**config.mk**
```make
export PLATFORM = sky130hd
export DESIGN_NAME = ldoseq_rail_a2
export DESIGN_NICKNAME = d
export VERILOG_FILES = /design/src/hw/ldoseq_pkg.sv /design/src/hw/ldoseq_rail_a2.sv
export VERILOG_INCLUDE_DIRS = /design/src /design/src/hw
export SDC_FILE = /design/constraint.sdc
export NUM_CORES = 1
export LEC_CHECK = 0
export ABC_AREA = 1
export CORE_AREA = 8 8 109 111
export CTS_BUF_LIST = sky130_fd_sc_hd__clkbuf_8 sky130_fd_sc_hd__clkbuf_16
export DETAILED_ROUTE_END_ITERATION = 7
export DIE_AREA = 0 0 117 119
export DONT_BUFFER_PORTS = 1
export GPL_TIMING_DRIVEN = 0
export MAX_ROUTING_LAYER = met4
export PLACE_DENSITY_LB_ADDON = 0.12
export SLEW_MARGIN = 0
export SYNTH_ARGS = -nofsm -noshare
export SYNTH_HDL_FRONTEND = slang
export SYNTH_SLANG_ARGS = --single-unit
```
**constraint.sdc**
```tcl
create_clock -name clk -period 3.8 [get_ports clk]
set_input_delay 0.38 -clock clk [delete_from_list [all_inputs] [get_ports clk]]
set_output_delay 0.38 -clock clk [all_outputs]
set_load 0.01 [all_outputs]
```
**src/hw/ldoseq_params.svh**
```systemverilog
// Register offsets, field positions, reset values and timing figures of the rail A2 sequencer
`ifndef LDOSEQ_PARAMS_SVH
`define LDOSEQ_PARAMS_SVH
`define LDOSEQ_OFS_MASK_MAIN 8'h1C
`define LDOSEQ_OFS_PIN_SEL 8'h1D
`define LDOSEQ_OFS_DELAYS 8'h1E
`define LDOSEQ_RST_MASK_MAIN 8'h00
`define LDOSEQ_RST_PIN_SEL 8'h40
`define LDOSEQ_RST_DELAYS 8'h00
`define LDOSEQ_SEL_HI 4
`define LDOSEQ_SEL_LO 2
`define LDOSEQ_MASK_PAIR_BIT 1
`define LDOSEQ_MASK_SB1_BIT 0
`define LDOSEQ_RISE_HI 2
`define LDOSEQ_RISE_LO 0
`define LDOSEQ_FALL_HI 5
`define LDOSEQ_FALL_LO 3
`define LDOSEQ_OFF_HI 7
`define LDOSEQ_OFF_LO 6
`define LDOSEQ_CLK_MHZ 125
`define LDOSEQ_MS_NS 1000000
`define LDOSEQ_CLK_NS 8
`define LDOSEQ_DLY_MS_C0 7'h00
`define LDOSEQ_DLY_MS_C1 7'h02
`define LDOSEQ_DLY_MS_C2 7'h04
`define LDOSEQ_DLY_MS_C3 7'h08
`define LDOSEQ_DLY_MS_C4 7'h10
`define LDOSEQ_DLY_MS_C5 7'h18
`define LDOSEQ_DLY_MS_C6 7'h20
`define LDOSEQ_DLY_MS_C7 7'h40
`define LDOSEQ_OFF_MS_C0 7'h01
`define LDOSEQ_OFF_MS_C1 7'h05
`define LDOSEQ_OFF_MS_C2 7'h0A
`define LDOSEQ_OFF_MS_C3 7'h64
`endif

```
**src/hw/ldoseq_pkg.sv**
```systemverilog
// Types shared by the rail A2 sequencer
package ldoseq_pkg;
	typedef enum logic [2:0] {
		LDOSEQ_SRC_PIN1, LDOSEQ_SRC_PIN2, LDOSEQ_SRC_PIN5, LDOSEQ_SRC_PIN4,
		LDOSEQ_SRC_PIN3, LDOSEQ_SRC_PIN34, LDOSEQ_SRC_PIN6, LDOSEQ_SRC_ONE
	} ldoseq_src_type;
	typedef enum logic [1:0] {LDOSEQ_OFF, LDOSEQ_RISING, LDOSEQ_ON, LDOSEQ_FALLING} ldoseq_state_type;
endpackage : ldoseq_pkg

```
**src/hw/ldoseq_rail_a2.sv**
```systemverilog
// Enable sequencer for rail A2: source select, power-good gating, edge delays, rail A1 off time
// What this block does
// - Eight mask bits remove rail A3, switch A1, converters 6..1 power-good from enabling
// - Second register bits 1 and 0 mask switch B2/rail A1 pair and switch B1
// - Select field bits 4:2 picks control pin 1,2,5,4,3, pins 3 and 4, or 6
// - Select code 111 feeds constant one, rail enabled without any pin
// - Rising enable edge delayed by bits 2:0: none,2,4,8,16,24,32,64 ms
// - Falling enable edge delayed by bits 5:3 with the same table
// - Bits 7:6 set rail A1 shutdown off time: 1, 5, 10, 100 ms
`timescale 1ns/1ps
`include "ldoseq_params.svh"
module ldoseq_rail_a2 #(
	parameter int MS_CYCLES = (`LDOSEQ_MS_NS + `LDOSEQ_CLK_NS - 1) / `LDOSEQ_CLK_NS
) (
	input wire logic clk,
	input wire logic resetn,
	input wire logic [7:0] regAddr,
	input wire logic [7:0] regWdata,
	input wire logic regWrite,
	output logic [7:0] regRdata,
	input wire logic [6:1] controlPin,
	input wire logic [7:0] powerGoodMain,
	input wire logic powerGoodPair,
	input wire logic powerGoodSwitchB1,
	input wire logic railA1Shutdown,
	output logic railA2Enable,
	output logic railA1OffActive,
	output logic railA1OffDone
);
	import ldoseq_pkg::*;

	logic [7:0] maskMain_reg;
	logic [7:0] pinSel_reg;
	logic [7:0] delays_reg;
	logic [16:0] msCount_reg;
	logic msTick;
	logic [16:0] offCycle_reg;
	logic offTick;
	logic [6:0] delayCount_reg;
	logic [6:0] delayCount_next;
	logic [6:0] offCount_reg;
	logic [6:0] offCount_next;
	logic offActive_reg;
	logic offDone_reg;
	logic shutdownSeen_reg;
	ldoseq_state_type state_reg;
	ldoseq_state_type state_next;
	logic enable_reg;

	// Code to milliseconds; shared by rising and falling delays
	function automatic logic [6:0] ldoseq_delay_ms(input logic [2:0] code);
		unique case (code)
			3'h0: ldoseq_delay_ms = `LDOSEQ_DLY_MS_C0;
			3'h1: ldoseq_delay_ms = `LDOSEQ_DLY_MS_C1;
			3'h2: ldoseq_delay_ms = `LDOSEQ_DLY_MS_C2;
			3'h3: ldoseq_delay_ms = `LDOSEQ_DLY_MS_C3;
			3'h4: ldoseq_delay_ms = `LDOSEQ_DLY_MS_C4;
			3'h5: ldoseq_delay_ms = `LDOSEQ_DLY_MS_C5;
			3'h6: ldoseq_delay_ms = `LDOSEQ_DLY_MS_C6;
			3'h7: ldoseq_delay_ms = `LDOSEQ_DLY_MS_C7;
		endcase
	endfunction : ldoseq_delay_ms

	// Register decode and readback
	wire hitMain = regAddr == `LDOSEQ_OFS_MASK_MAIN;
	wire hitSel = regAddr == `LDOSEQ_OFS_PIN_SEL;
	wire hitDly = regAddr == `LDOSEQ_OFS_DELAYS;
	assign regRdata = hitMain ? maskMain_reg : hitSel ? pinSel_reg : hitDly ? delays_reg : 8'h00;

	// Register writes; all three are plain read/write
	always_ff @(posedge clk or negedge resetn) begin
		if (!resetn) begin
			maskMain_reg <= `LDOSEQ_RST_MASK_MAIN;
			pinSel_reg <= `LDOSEQ_RST_PIN_SEL;
			delays_reg <= `LDOSEQ_RST_DELAYS;
		end else if (regWrite) begin
			if (hitMain) maskMain_reg <= regWdata;
			if (hitSel) pinSel_reg <= regWdata;
			if (hitDly) delays_reg <= regWdata;
		end
	end

	// Source multiplexer
	ldoseq_src_type srcSel;
	assign srcSel = ldoseq_src_type'(pinSel_reg[`LDOSEQ_SEL_HI:`LDOSEQ_SEL_LO]);
	logic srcLevel;
	always_comb begin
		unique case (srcSel)
			LDOSEQ_SRC_PIN1: srcLevel = controlPin[1];
			LDOSEQ_SRC_PIN2: srcLevel = controlPin[2];
			LDOSEQ_SRC_PIN5: srcLevel = controlPin[5];
			LDOSEQ_SRC_PIN4: srcLevel = controlPin[4];
			LDOSEQ_SRC_PIN3: srcLevel = controlPin[3];
			LDOSEQ_SRC_PIN34: srcLevel = controlPin[3] & controlPin[4];
			LDOSEQ_SRC_PIN6: srcLevel = controlPin[6];
			LDOSEQ_SRC_ONE: srcLevel = 1'b1;
		endcase
	end

	// Masked power-good gate; a mask bit of one forces that flag true
	wire pgMainOk = &(powerGoodMain | maskMain_reg);
	wire pgPairOk = powerGoodPair | pinSel_reg[`LDOSEQ_MASK_PAIR_BIT];
	wire pgSb1Ok = powerGoodSwitchB1 | pinSel_reg[`LDOSEQ_MASK_SB1_BIT];
	wire request = srcLevel & pgMainOk & pgPairOk & pgSb1Ok;

	// Millisecond time base, held at zero while idle so each delay is whole milliseconds
	// Limitation: MS_CYCLES must fit the 17-bit prescalers
	wire edgeIdle = (state_reg == LDOSEQ_OFF) || (state_reg == LDOSEQ_ON);
	assign msTick = msCount_reg == 17'(MS_CYCLES - 1);
	always_ff @(posedge clk or negedge resetn) begin
		if (!resetn) msCount_reg <= 17'h00000;
		else msCount_reg <= (edgeIdle || msTick) ? 17'h00000 : msCount_reg + 17'h00001;
	end

	wire [6:0] riseMs = ldoseq_delay_ms(delays_reg[`LDOSEQ_RISE_HI:`LDOSEQ_RISE_LO]);
	wire [6:0] fallMs = ldoseq_delay_ms(delays_reg[`LDOSEQ_FALL_HI:`LDOSEQ_FALL_LO]);

	// Edge delay machine; a request that reverts mid-delay cancels the pending edge
	always_comb begin
		state_next = state_reg;
		delayCount_next = delayCount_reg;
		unique case (state_reg)
			LDOSEQ_OFF: if (request) begin
				if (riseMs == 7'h00) state_next = LDOSEQ_ON;
				else begin
					state_next = LDOSEQ_RISING;
					delayCount_next = riseMs;
				end
			end
			LDOSEQ_RISING: if (!request) state_next = LDOSEQ_OFF;
				else if (msTick) begin
					if (delayCount_reg == 7'h01) state_next = LDOSEQ_ON;
					delayCount_next = delayCount_reg - 7'h01;
				end
			LDOSEQ_ON: if (!request) begin
				if (fallMs == 7'h00) state_next = LDOSEQ_OFF;
				else begin
					state_next = LDOSEQ_FALLING;
					delayCount_next = fallMs;
				end
			end
			LDOSEQ_FALLING: if (request) state_next = LDOSEQ_ON;
				else if (msTick) begin
					if (delayCount_reg == 7'h01) state_next = LDOSEQ_OFF;
					delayCount_next = delayCount_reg - 7'h01;
				end
		endcase
	end

	always_ff @(posedge clk or negedge resetn) begin
		if (!resetn) begin
			state_reg <= LDOSEQ_OFF;
			delayCount_reg <= 7'h00;
			enable_reg <= 1'b0;
		end else begin
			state_reg <= state_next;
			delayCount_reg <= delayCount_next;
			enable_reg <= (state_next == LDOSEQ_ON) || (state_next == LDOSEQ_FALLING);
		end
	end
	assign railA2Enable = enable_reg;

	// Rail A1 off time: started by the rising edge of the shutdown level
	wire [6:0] offMs = (delays_reg[`LDOSEQ_OFF_HI:`LDOSEQ_OFF_LO] == 2'h0) ? `LDOSEQ_OFF_MS_C0 :
		(delays_reg[`LDOSEQ_OFF_HI:`LDOSEQ_OFF_LO] == 2'h1) ? `LDOSEQ_OFF_MS_C1 :
		(delays_reg[`LDOSEQ_OFF_HI:`LDOSEQ_OFF_LO] == 2'h2) ? `LDOSEQ_OFF_MS_C2 :
		`LDOSEQ_OFF_MS_C3;
	wire offStart = railA1Shutdown & ~shutdownSeen_reg;
	assign offCount_next = offStart ? offMs : (offActive_reg && offTick) ?
		offCount_reg - 7'h01 : offCount_reg;

	// Own prescaler, restarted at each start, so a 1 ms off time is never cut short
	assign offTick = offCycle_reg == 17'(MS_CYCLES - 1);
	always_ff @(posedge clk or negedge resetn) begin
		if (!resetn) offCycle_reg <= 17'h00000;
		else offCycle_reg <= (offStart || !offActive_reg || offTick) ? 17'h00000 :
			offCycle_reg + 17'h00001;
	end
	always_ff @(posedge clk or negedge resetn) begin
		if (!resetn) begin
			shutdownSeen_reg <= 1'b0;
			offCount_reg <= 7'h00;
			offActive_reg <= 1'b0;
			offDone_reg <= 1'b0;
		end else begin
			shutdownSeen_reg <= railA1Shutdown;
			offCount_reg <= offCount_next;
			offActive_reg <= offStart | (offActive_reg & (offCount_next != 7'h00));
			offDone_reg <= railA1Shutdown & ~offStart & (offDone_reg | (offActive_reg &
				(offCount_next == 7'h00)));
		end
	end
	assign railA1OffActive = offActive_reg;
	assign railA1OffDone = offDone_reg;

	// Checks on the sequencing behaviour
	AST_CONST_ONE: assert property (@(posedge clk) disable iff (!resetn)
		(srcSel == LDOSEQ_SRC_ONE && pgMainOk && pgPairOk && pgSb1Ok) |-> request)
		else $error("constant-one source did not request");
	AST_MASK_MAIN: assert property (@(posedge clk) disable iff (!resetn)
		(maskMain_reg == 8'hFF && pgPairOk && pgSb1Ok && srcLevel) |-> request)
		else $error("fully masked flags still block enable");
	AST_PAIR_GATE: assert property (@(posedge clk) disable iff (!resetn)
		(!pinSel_reg[`LDOSEQ_MASK_PAIR_BIT] && !powerGoodPair) |-> !request)
		else $error("unmasked pair flag ignored");
	AST_PIN34: assert property (@(posedge clk) disable iff (!resetn)
		(srcSel == LDOSEQ_SRC_PIN34 && !(controlPin[3] && controlPin[4])) |-> !request)
		else $error("pin pair source not anded");
	AST_NO_EARLY: assert property (@(posedge clk) disable iff (!resetn)
		(!request && state_reg == LDOSEQ_OFF) |=> !railA2Enable)
		else $error("enable rose without request");
	AST_RISE_ZERO: assert property (@(posedge clk) disable iff (!resetn)
		(state_reg == LDOSEQ_OFF && request && riseMs == 7'h00) |=> railA2Enable)
		else $error("zero rise delay not immediate");
	AST_RISE_HOLD: assert property (@(posedge clk) disable iff (!resetn)
		(state_reg == LDOSEQ_OFF && request && riseMs != 7'h00) |=> !railA2Enable)
		else $error("rise delay skipped");
	AST_FALL_HOLD: assert property (@(posedge clk) disable iff (!resetn)
		(state_reg == LDOSEQ_ON && !request && fallMs != 7'h00) |=> railA2Enable)
		else $error("fall delay skipped");
	AST_OFF_START: assert property (@(posedge clk) disable iff (!resetn)
		offStart |=> (railA1OffActive && offCount_reg == $past(offMs)))
		else $error("off time not loaded");
	AST_RISE_LOAD: assert property (@(posedge clk) disable iff (!resetn)
		(state_reg == LDOSEQ_OFF && request && riseMs != 7'h00)
		|=> (delayCount_reg == $past(riseMs)))
		else $error("rise delay not loaded");
	AST_FALL_ZERO: assert property (@(posedge clk) disable iff (!resetn)
		(state_reg == LDOSEQ_ON && !request && fallMs == 7'h00) |=> !railA2Enable)
		else $error("zero fall delay not immediate");
	AST_OFF_DONE: assert property (@(posedge clk) disable iff (!resetn)
		(offActive_reg && offTick && offCount_reg == 7'h01 && railA1Shutdown && !offStart)
		|=> (railA1OffDone && !railA1OffActive))
		else $error("off time did not complete");
endmodule : ldoseq_rail_a2

```
==> qor.txt, run 1 <==
outcome - finished, final reports clean
worst setup margin - 1.76 ns
CP endpoint kind - flip-flop
GRT Total Usage - 15.5%
most frequent cells in the layout - nand2_1, dfrtp_1, inv_1, nor2_1, nand3_1
dpl cell area - 4590 um^2
Cell variety after synth - 47
Starting Density - 43.8%
yosys synthesis warning count - 0
CTS tree - yes
post-route design area - 4810 um^2
Site Rows - 37
Worst Reg2Reg Path Length in Cells - 13
routed len/inst - 13.3 um
r2r setup slk - 1.76 ns
Core Box Area - 10100 um^2
Seq/Total Area, Yosys - 43.6%
leading cell type in the layout, fill and taps excluded - nand2_1
DIE HEIGHT - 119 um
WHS Path Cells - 0
critical path class - flip-flop to flip-flop
final setup TNS - 0 ns
Worst Skew - 0.00956 ns
Req. time, crit path - 4.09 ns
clock tree buffer depth - 2
Place WS - 1.79 ns
IO Count - 47
Period Utilization, post-route - 53.7%
drt drc - 0
vias in the first global route - 3707
area of the mapped netlist - 4420 um^2
HP Start - railA1Shutdown
Critical Path Fanout Max - 4
headroom to the max-slew limit - 67.2%
cell area power density - 345 nW/um^2
worst hold path class - primary input to flip-flop
Fmax - 490 MHz
Starting DRT DRC Count - 224
clk sinks - 77
Via Count - 3689
die width - 117 um
fin. max-slew vios - 0
Mapped Cells - 568
first-pass GRT wire length - 17.0 mm
Yosys top cell area share - 43.0%
CP arrival - 2.33 ns
CTS Buf Count - 9
die area - 13900 um^2
number of synthesized register bits - 77
Syn Area/Cell - 7.79 um^2
Worst-Skew Late Latency - 0.36 ns
Clock Pin Slew Worst Setup and Hold Paths - 0.09 ns
maxcap violations - 0
initial antenna violation count - 0
Nets - 622
Final Setup Violations - 0
RSZ-0062 raised after global routing - no
reg2reg end - offCycle_reg[16]
min cycle time layout - 2.04 ns
port bufs - 0
Final Hold Viols - 0
final global-route overflow total - 0
Root Driver - clkbuf_8
Post-Layout Cell Count - 722
DRT Pass-1 Iters - 4
leakage - 0.00214 uW
Synth area leader - dfrtp_1
hpwl dp - 7.21 mm
maximum VDD drop - 0.235 mV
Vias per Instance - 5.11
hold path endpoint - shutdownSeen_reg
Resize count post-CTS - 0
synth top area cells - dfrtp_1, nand2_1, inv_1, nor2_1, nand3_1
placed insts - 704
RR Startpoint - offCycle_reg[0]
final wirelength - 9.62 mm
largest net degree at the start of global routing - 78
# H-tree levels - 3
worst hold slack - 0.0400 ns
worst-margin pin slew - 0.491 ns
routability cong. - 0.886
share of layout cells above drive strength 1 - 13.1%
diode count - 0
Post-DRT Antenna Nets - 0
P&R area growth vs syn - 8.80%
Net Count, Synth - 609
CP Launch Type - flip-flop
## cells by family (layout without fill, tap and decap cells)
| kind of cell | after synthesis | in the layout | share of synthesized area [%] |
|---|---|---|---|
| AND/OR/NAND/NOR | 293 | 293 | 32.0 |
| AO/OA/AOI/OAI | 94 | 94 | 12.8 |
| buffers and inverters | 90 | 108 | 7.92 |
| flip-flops | 77 | 77 | 43.6 |
| multiplexers | 8 | 8 | 2.04 |
| adder cells (fa/ha/maj) | 5 | 5 | 1.41 |
| XOR/XNOR | 1 | 1 | 0.198 |
## per-layer routing
metal | global-route usage (%) | routed length [um]
met5 | - | 0
met4 | 5.84 | 119
met3 | 4.24 | 539
met2 | 23.2 | 4300
met1 | 19.6 | 4650
## repair_timing
action	CTS	global route
setup buffers	0	0
hold endpoints to repair	77	0
hold buffers	2	0
## worst max-delay path by stage
stage,start,endpoint,slack (ns)
after floorplan,regAddr[5],regRdata[0],2.00
after global placement,offCycle_reg[0],offCycle_reg[16],1.81
after detailed placement,offCycle_reg[0],offCycle_reg[16],1.79
after CTS,offCycle_reg[0],offCycle_reg[16],1.75
after global routing,offCycle_reg[0],offCycle_reg[16],1.48
final,offCycle_reg[0],offCycle_reg[16],1.76
## cell usage after synthesis (all sizes together)
| library cell | count |
|---|---|
| and3 | 1 |
| o21ai | 41 |
| clkinv | 2 |
| o21a | 4 |
| buf | 6 |
| nor2 | 83 |
| clkbuf | 1 |
| nor3b | 3 |
| nand3b | 3 |
| o211a | 1 |
| o221a | 1 |
| o211ai | 2 |
| ha | 5 |
| a31oi | 3 |
| o22a | 2 |
| xnor2 | 1 |
| nand3 | 33 |
| o221ai | 9 |
| nand4 | 7 |
| mux2 | 8 |
| o22ai | 3 |
| dfstp | 1 |
| nor3 | 17 |
| a221oi | 3 |
| inv | 81 |
| or2 | 4 |
| nor4 | 8 |
| dfrtp | 76 |
| nand2 | 134 |
| a21oi | 25 |
## worst max-delay path: stages (launching register included)
cell and delay [ns]:
dfrtp_1 0.38, ha_1 0.20, nand2_2 0.10, inv_2 0.08, nand3_2 0.08, nor2_2 0.15, nand2_1 0.10, nor2_2 0.14
nand2_2 0.09, nor3_2 0.18, nand3_2 0.13, nor2_2 0.15, o21ai_1 0.07, a21oi_1 0.12
## per-stage QoR
step	power, uW	utilization [%]
2_1_floorplan	1040	-
3_3_place_gp	1070	45.5
3_5_place_dp	1070	45.5
4_1_cts	1680	47.7
5_1_grt	1750	47.7
6_report	1660	47.7
## power breakdown
part	internal (uW)	switching (uW)
clock network	245	343
registers	864	38.1
logic	58.9	114
## final cells by class
cell class                 instances  area [um^2]
fill                            1050         5280
multi-input combinational        401         2140
sequential                        77         1930
inverter                          83          312
tap                              136          170
clock buffer                       9          124
clock inverter                     7         57.6
buffer                             7         38.8
timing repair buffer               2         37.5
Power figures use the tool's default switching activity.
==> run 2: changes to the inputs <==
==> constraint.sdc (replaced) <==
create_clock -name clk -period 2 [get_ports clk]
set_input_delay 0.2 -clock clk [delete_from_list [all_inputs] [get_ports clk]]
set_output_delay 0.2 -clock clk [all_outputs]
set_load 0.01 [all_outputs]
==> run 2 against run 1 <==
The flow now finishes with violations (negative setup slack). Worst setup slack worse by 1.8 ns. Clock power up 91%. Clock skew up 0.0023 ns. Sequential power up 92%. Routed wire length up 3.7%. Sequential share of layout area down 2.7 points. Combinational power up 130%. Flip-flop and latch count unchanged. Utilization up 3.4 points. Non-clock buffer count up 24. Largest cell class unchanged.
==> qor.txt, run 2 (same netlist as run 1, synthesis figures left out) <==
DRT Pass-1 Iters - 5 (+1)
RSZ-0062 raised after global routing - yes
largest net degree at the start of global routing - 78 (unchanged)
critical path depth - 13 (unchanged)
# H-tree levels - 3 (unchanged)
clock tree buffer depth - 2 (unchanged)
# fillers - 1021 (-2.8%)
die area - 13900 um^2 (unchanged)
CP Launch Type - flip-flop
final global-route overflow total - 0 (unchanged)
Worst Reg2Reg Path Length in Cells - 13 (unchanged)
Req. time, crit path - 2.30 ns (-1.79 ns)
CTS Buf Count - 9 (unchanged)
DIE HEIGHT - 119 um (unchanged)
slowest stage delay, CP - 0.42 ns (+0.04 ns)
Worst Skew - 0.0119 ns (+0.00230 ns)
P&R area growth vs syn - 16.5%
Root Driver - clkbuf_8
die width - 117 um (unchanged)
fin. max-slew vios - 0 (unchanged)
Fmax - 494 MHz (+0.66%)
routability cong. - 0.886 (unchanged)
Final Setup Violations - 1 (+1)
outcome - complete, but fails checks
leading cell type in the layout, fill and taps excluded - nand2_1
Starting Density - 43.8% (unchanged)
hpwl dp - 7.21 mm (unchanged)
Post-Layout Cell Count - 746 (+3.3%)
Site Rows - 37 (unchanged)
headroom to the max-slew limit - 72.7% (+5.5 points)
worst-margin pin slew - 0.408 ns (-0.0837 ns)
routed len/inst - 13.4 um (+0.33%)
CP endpoint kind - flip-flop
Final Hold Viols - 0 (unchanged)
cell area power density - 630 nW/um^2 (+82%)
diode count - 0 (unchanged)
failing checks - negative setup slack
Worst-Skew Late Latency - 0.37 ns (about the same)
Post-DRT Antenna Nets - 0 (unchanged)
maxcap violations - 0 (unchanged)
post-route design area - 5150 um^2 (+7.1%)
GRT Total Usage - 15.6% (+0.11 points)
dpl cell area - 4590 um^2 (unchanged)
maximum VDD drop - 0.473 mV (+100%)
CP top delay family - simple AND/OR/NAND/NOR gates
CP arrival - 2.32 ns (about the same)
WHS Path Cells - 4 (+4)
FF/Latch Area - 1930 um^2 (unchanged)
CP bufs+invs - 1 (unchanged)
share of layout cells above drive strength 1 - 19.0% (+5.9 points)
port bufs - 0 (unchanged)
initial antenna violation count - 0 (unchanged)
vias in the first global route - 3758 (+1.4%)
leakage - 0.00232 uW (+8.5%)
drt drc - 0 (unchanged)
Vias per Instance - 5.12 (+0.17%)
first-pass GRT wire length - 17.1 mm (+0.69%)
Clock Pin Slew Worst Setup and Hold Paths - 0.10 ns (about the same)
min cycle time layout - 2.03 ns (-0.0134 ns)
final wirelength - 9.97 mm (+3.7%)
Place WS - -0.0140 ns (-1.80 ns)
Via Count - 3818 (+3.5%)
multi-input logic area - 2280 um^2 (+6.2%)
worst hold path class - primary input to flip-flop
Period Utilization, post-route - 101% (+48 points)
most frequent cells in the layout - nand2_1, dfrtp_1, inv_1, nor2_1, nand3_1
worst setup margin - -0.0258 ns (-1.79 ns)
Core Box Area - 10100 um^2 (unchanged)
clk sinks - 77 (unchanged)
critical path class - flip-flop to flip-flop
cell repeated most along the worst path - nor2_4
placed insts - 704 (unchanged)
Nets - 646 (+3.9%)
CTS tree - yes
Starting DRT DRC Count - 234 (+4.5%)
crit path max-delay cell type - dfrtp_1
Critical Path Fanout Max - 3 (-1)
CP cell instances - ha_4 -> nand2_4 -> inv_4 -> nand3_4 -> nor2_4 -> nand2_2 -> nor2_4 -> nand2_2 -> nor3_4 -> nand3_2 -> nor2_4 -> o21ai_2 -> a21oi_2
IO Count - 47 (unchanged)
Final Core Density - 51.1% (+3.4 points)
## run 2: cell types whose count changed in the layout (fill, tap and decap cells not counted), sizes merged
cell,change
buf,+15
dlygate4sd3,+9
## run 2: routing by layer
layer,vias up,GRT usage (%),wire [um]
li1,1946,-,-
met1,1795,19.8,4830
met2,66,23.5,4570
met3,11,3.94,430
met4,0,5.84,139
met5,-,-,0
## run 2: layout make-up
type / count / share of cell area, %
repair buffers: 26 / 4.66
clock inverters: 7 / 1.12
plain buffers: 7 / 0.825
inverters: 83 / 6.09
multi-input cells: 401 / 44.2
clock buffers: 9 / 2.40
well taps: 136 / 3.30
flip-flops and latches: 77 / 37.4
## run 2: worst paths after layout
check	slack, ns	endpoint	startpoint
min reg2reg	0.46	msCount_reg[16]	msCount_reg[16]
max	-0.03	offCycle_reg[16]	offCycle_reg[1]
min in group asynchronous	0.42	offCycle_reg[11]	resetn
max in group asynchronous	1.25	pinSel_reg[6]	resetn
min	0.20	pinSel_reg[4]	regWrite
max reg2reg	-0.03	offCycle_reg[16]	offCycle_reg[1]
## run 2: what timing repair did
item | CTS | global route
buffers inserted | 1 | 14
hold buffers | 11 | 0
endpoints found under the setup margin | 1 | 21
gates resized for setup | 2 | 35
hold endpoints to repair | 103 | 0
pin swaps | 0 | 9
## run 2: worst reg2reg max path, delay by kind of cell (launching register included)
family,cells,cell delay (ns)
AND/OR/NAND/NOR,9,1.11
flip-flops,1,0.42
adder cells (fa/ha/maj),1,0.18
AO/OA/AOI/OAI,2,0.17
buffers and inverters,1,0.07
## run 2: stage by stage
stage	hold slack, ns	setup TNS, ns	total power [uW]
final	0.195	-0.0258	3250
after global routing	0.199	-0.779	3410
after CTS	0.125	0	3220
after detailed placement	-0.0915	-0.0140	2040
after global placement	-0.0919	0	2030
after floorplan	-0.0956	0	1970
## run 2: report_power, final
part | internal, uW | switching [uW]
Combinational | 165 | 240
Sequential | 1640 | 86.8
Clock | 465 | 652
Total | 2270 | 978
==> run 3: changes to the inputs <==
--- a/config.mk
+++ b/config.mk
@@ -14,8 +14,9 @@
 export DONT_BUFFER_PORTS = 1
 export GPL_TIMING_DRIVEN = 0
 export MAX_ROUTING_LAYER = met4
-export PLACE_DENSITY_LB_ADDON = 0.12
+export PLACE_DENSITY_LB_ADDON = 0.2
 export SLEW_MARGIN = 0
 export SYNTH_ARGS = -nofsm -noshare
 export SYNTH_HDL_FRONTEND = slang
 export SYNTH_SLANG_ARGS = --single-unit
+export TNS_END_PERCENT = 10
==> run 3 against run 2 <==
The flow now finishes without violations. Clock power decreased by 8%. Hold slack got worse by 0.0040 ns. Worst setup slack improved by 0.037 ns. Non-clock buffer count decreased by 7.
==> qor.txt, run 3 (same netlist as run 1, synthesis figures left out) <==
worst hold path class - primary input to flip-flop
Vias per Instance - 5.22 (+2.1%)
Req. time, crit path - 2.28 ns (-0.02 ns)
port bufs - 0 (unchanged)
Design Power - 3150 uW (-3.1%)
cell repeated most along the worst path - nor2_4
clock tree buffer depth - 2 (unchanged)
worst setup margin - 0.0111 ns (+0.0369 ns)
Fmax - 503 MHz (+1.9%)
drt drc - 0 (unchanged)
IO Count - 47 (unchanged)
worst-margin pin slew - 0.477 ns (+0.0697 ns)
maximum VDD drop - 0.442 mV (-6.6%)
maxcap violations - 0 (unchanged)
Nets - 639 (-1.1%)
first-pass GRT wire length - 17.2 mm (+0.57%)
fin. max-slew vios - 0 (unchanged)
Final Setup Violations - 0 (-1)
routability cong. - 0.885 (-0.15%)
final global-route overflow total - 0 (unchanged)
Final Hold Viols - 0 (unchanged)
routed len/inst - 13.4 um (+0.13%)
Worst-Skew Late Latency - 0.36 ns (about the same)
Core Box Area - 10100 um^2 (unchanged)
CP top delay family - simple AND/OR/NAND/NOR gates
hpwl dp - 7.20 mm (about the same)
post-route design area - 5090 um^2 (-1.3%)
headroom to the max-slew limit - 68.2% (-4.6 points)
initial antenna violation count - 0 (unchanged)
share of layout cells above drive strength 1 - 17.2% (-1.8 points)
cell area power density - 619 nW/um^2 (-1.8%)
Final Core Density - 50.4% (-0.66 points)
Root Driver - clkbuf_8
worst hold slack - 0.191 ns (-0.00404 ns)
CP arrival - 2.27 ns (-0.05 ns)
Post-DRT Antenna Nets - 0 (unchanged)
CTS Buf Count - 9 (unchanged)
Via Count - 3860 (+1.1%)
leakage - 0.00228 uW (-1.7%)
crit path max-delay cell type - dfrtp_1
die width - 117 um (unchanged)
dpl cell area - 4590 um^2 (unchanged)
slowest stage delay, CP - 0.40 ns (-0.02 ns)
# H-tree levels - 3 (unchanged)
P&R area growth vs syn - 15.0%
GRT Total Usage - 15.6% (about the same)
DIE HEIGHT - 119 um (unchanged)
RSZ-0062 raised after global routing - yes
Worst Skew - 0.0142 ns (+0.00232 ns)
clk sinks - 77 (unchanged)
largest net degree at the start of global routing - 78 (unchanged)
min cycle time layout - 1.99 ns (-0.0369 ns)
FF/Latch Area - 1930 um^2 (unchanged)
Site Rows - 37 (unchanged)
CTS tree - yes
CP cell instances - ha_4 -> nand2_4 -> inv_4 -> nand3_4 -> nor2_4 -> nand2_2 -> nor2_4 -> nand2_2 -> nor3_4 -> nand3_2 -> nor2_4 -> o21ai_2 -> a21oi_2
DRT Pass-1 Iters - 4 (-1)
Period Utilization, post-route - 99.4% (-1.8 points)
vias in the first global route - 3835 (+2.0%)
CP endpoint kind - flip-flop
critical path class - flip-flop to flip-flop
diode count - 0 (unchanged)
Starting DRT DRC Count - 177 (-24%)
most frequent cells in the layout - nand2_1, dfrtp_1, inv_1, nor2_1, nand3_1
# fillers - 1019 (-0.20%)
multi-input logic area - 2280 um^2 (about the same)
die area - 13900 um^2 (unchanged)
final wirelength - 9.89 mm (-0.81%)
Clock Pin Slew Worst Setup and Hold Paths - 0.09 ns (about the same)
Place WS - 0.00925 ns (+0.0232 ns)
CP Launch Type - flip-flop
Starting Density - 43.8% (unchanged)
Critical Path Fanout Max - 4 (+1)
leading cell type in the layout, fill and taps excluded - nand2_1
outcome - finished, final reports clean
CP bufs+invs - 1 (unchanged)
-- run 3: layer usage --
metal	part of all wire [%]	global-route usage, %
met2	47	23.8
met5	0	-
met3	4.2	3.13
met1	47	19.4
met4	2.2	7.69
-- run 3: power by group --
group          total [uW]  internal [uW]  switching, uW
combinational         396            155            241
sequential           1730           1640           85.0
clock                1030            463            562
-- run 3: final timing paths --
kind / startpoint / endpoint / slack (ns) / depth (start not counted)
max: offCycle_reg[0] / offCycle_reg[16] / 0.01 / 13
min: regWrite / maskMain_reg[1] / 0.19 / 2
max reg2reg: offCycle_reg[0] / offCycle_reg[16] / 0.01 / 13
min reg2reg: msCount_reg[16] / msCount_reg[16] / 0.47 / 1
max in group asynchronous: resetn / pinSel_reg[6] / 1.23 / 2
min in group asynchronous: resetn / delays_reg[2] / 0.45 / 2
-- run 3: per-stage QoR --
| stage | setup TNS [ns] | std cells |
|---|---|---|
| floorplan | 0 | 568 |
| global placement | 0 | 704 |
| detailed placement | 0 | 704 |
| CTS | 0 | 731 |
| global route | -0.675 | 739 |
| finish | 0 | 739 |
-- run 3: final cells by class --
cell class,count,area share [%]
plain buffers,7,0.885
clock buffers,10,2.71
clock inverters,6,0.492
inverters,83,6.17
multi-input cells,401,44.7
flip-flops and latches,77,37.9
well taps,136,3.34
repair buffers,19,3.76
-- run 3: worst register-to-register path: cells and delay by family, from the launching register on --
kind | cells | cell delay, ns
DFF | 1 | 0.40
buffers and inverters | 1 | 0.08
adders and majority gates | 1 | 0.17
AOI/OAI and AO/OA | 2 | 0.18
and+or+nand+nor | 9 | 1.11
-- run 3: timing repair --
| item | in CTS | in global routing |
|---|---|---|
| setup endpoints to repair | 1 | 19 |
| pin swaps | 0 | 15 |
| gates resized for setup | 1 | 37 |
| hold endpoints to repair | 103 | 0 |
| hold buffers | 11 | 0 |
| buffers inserted | 0 | 8 |
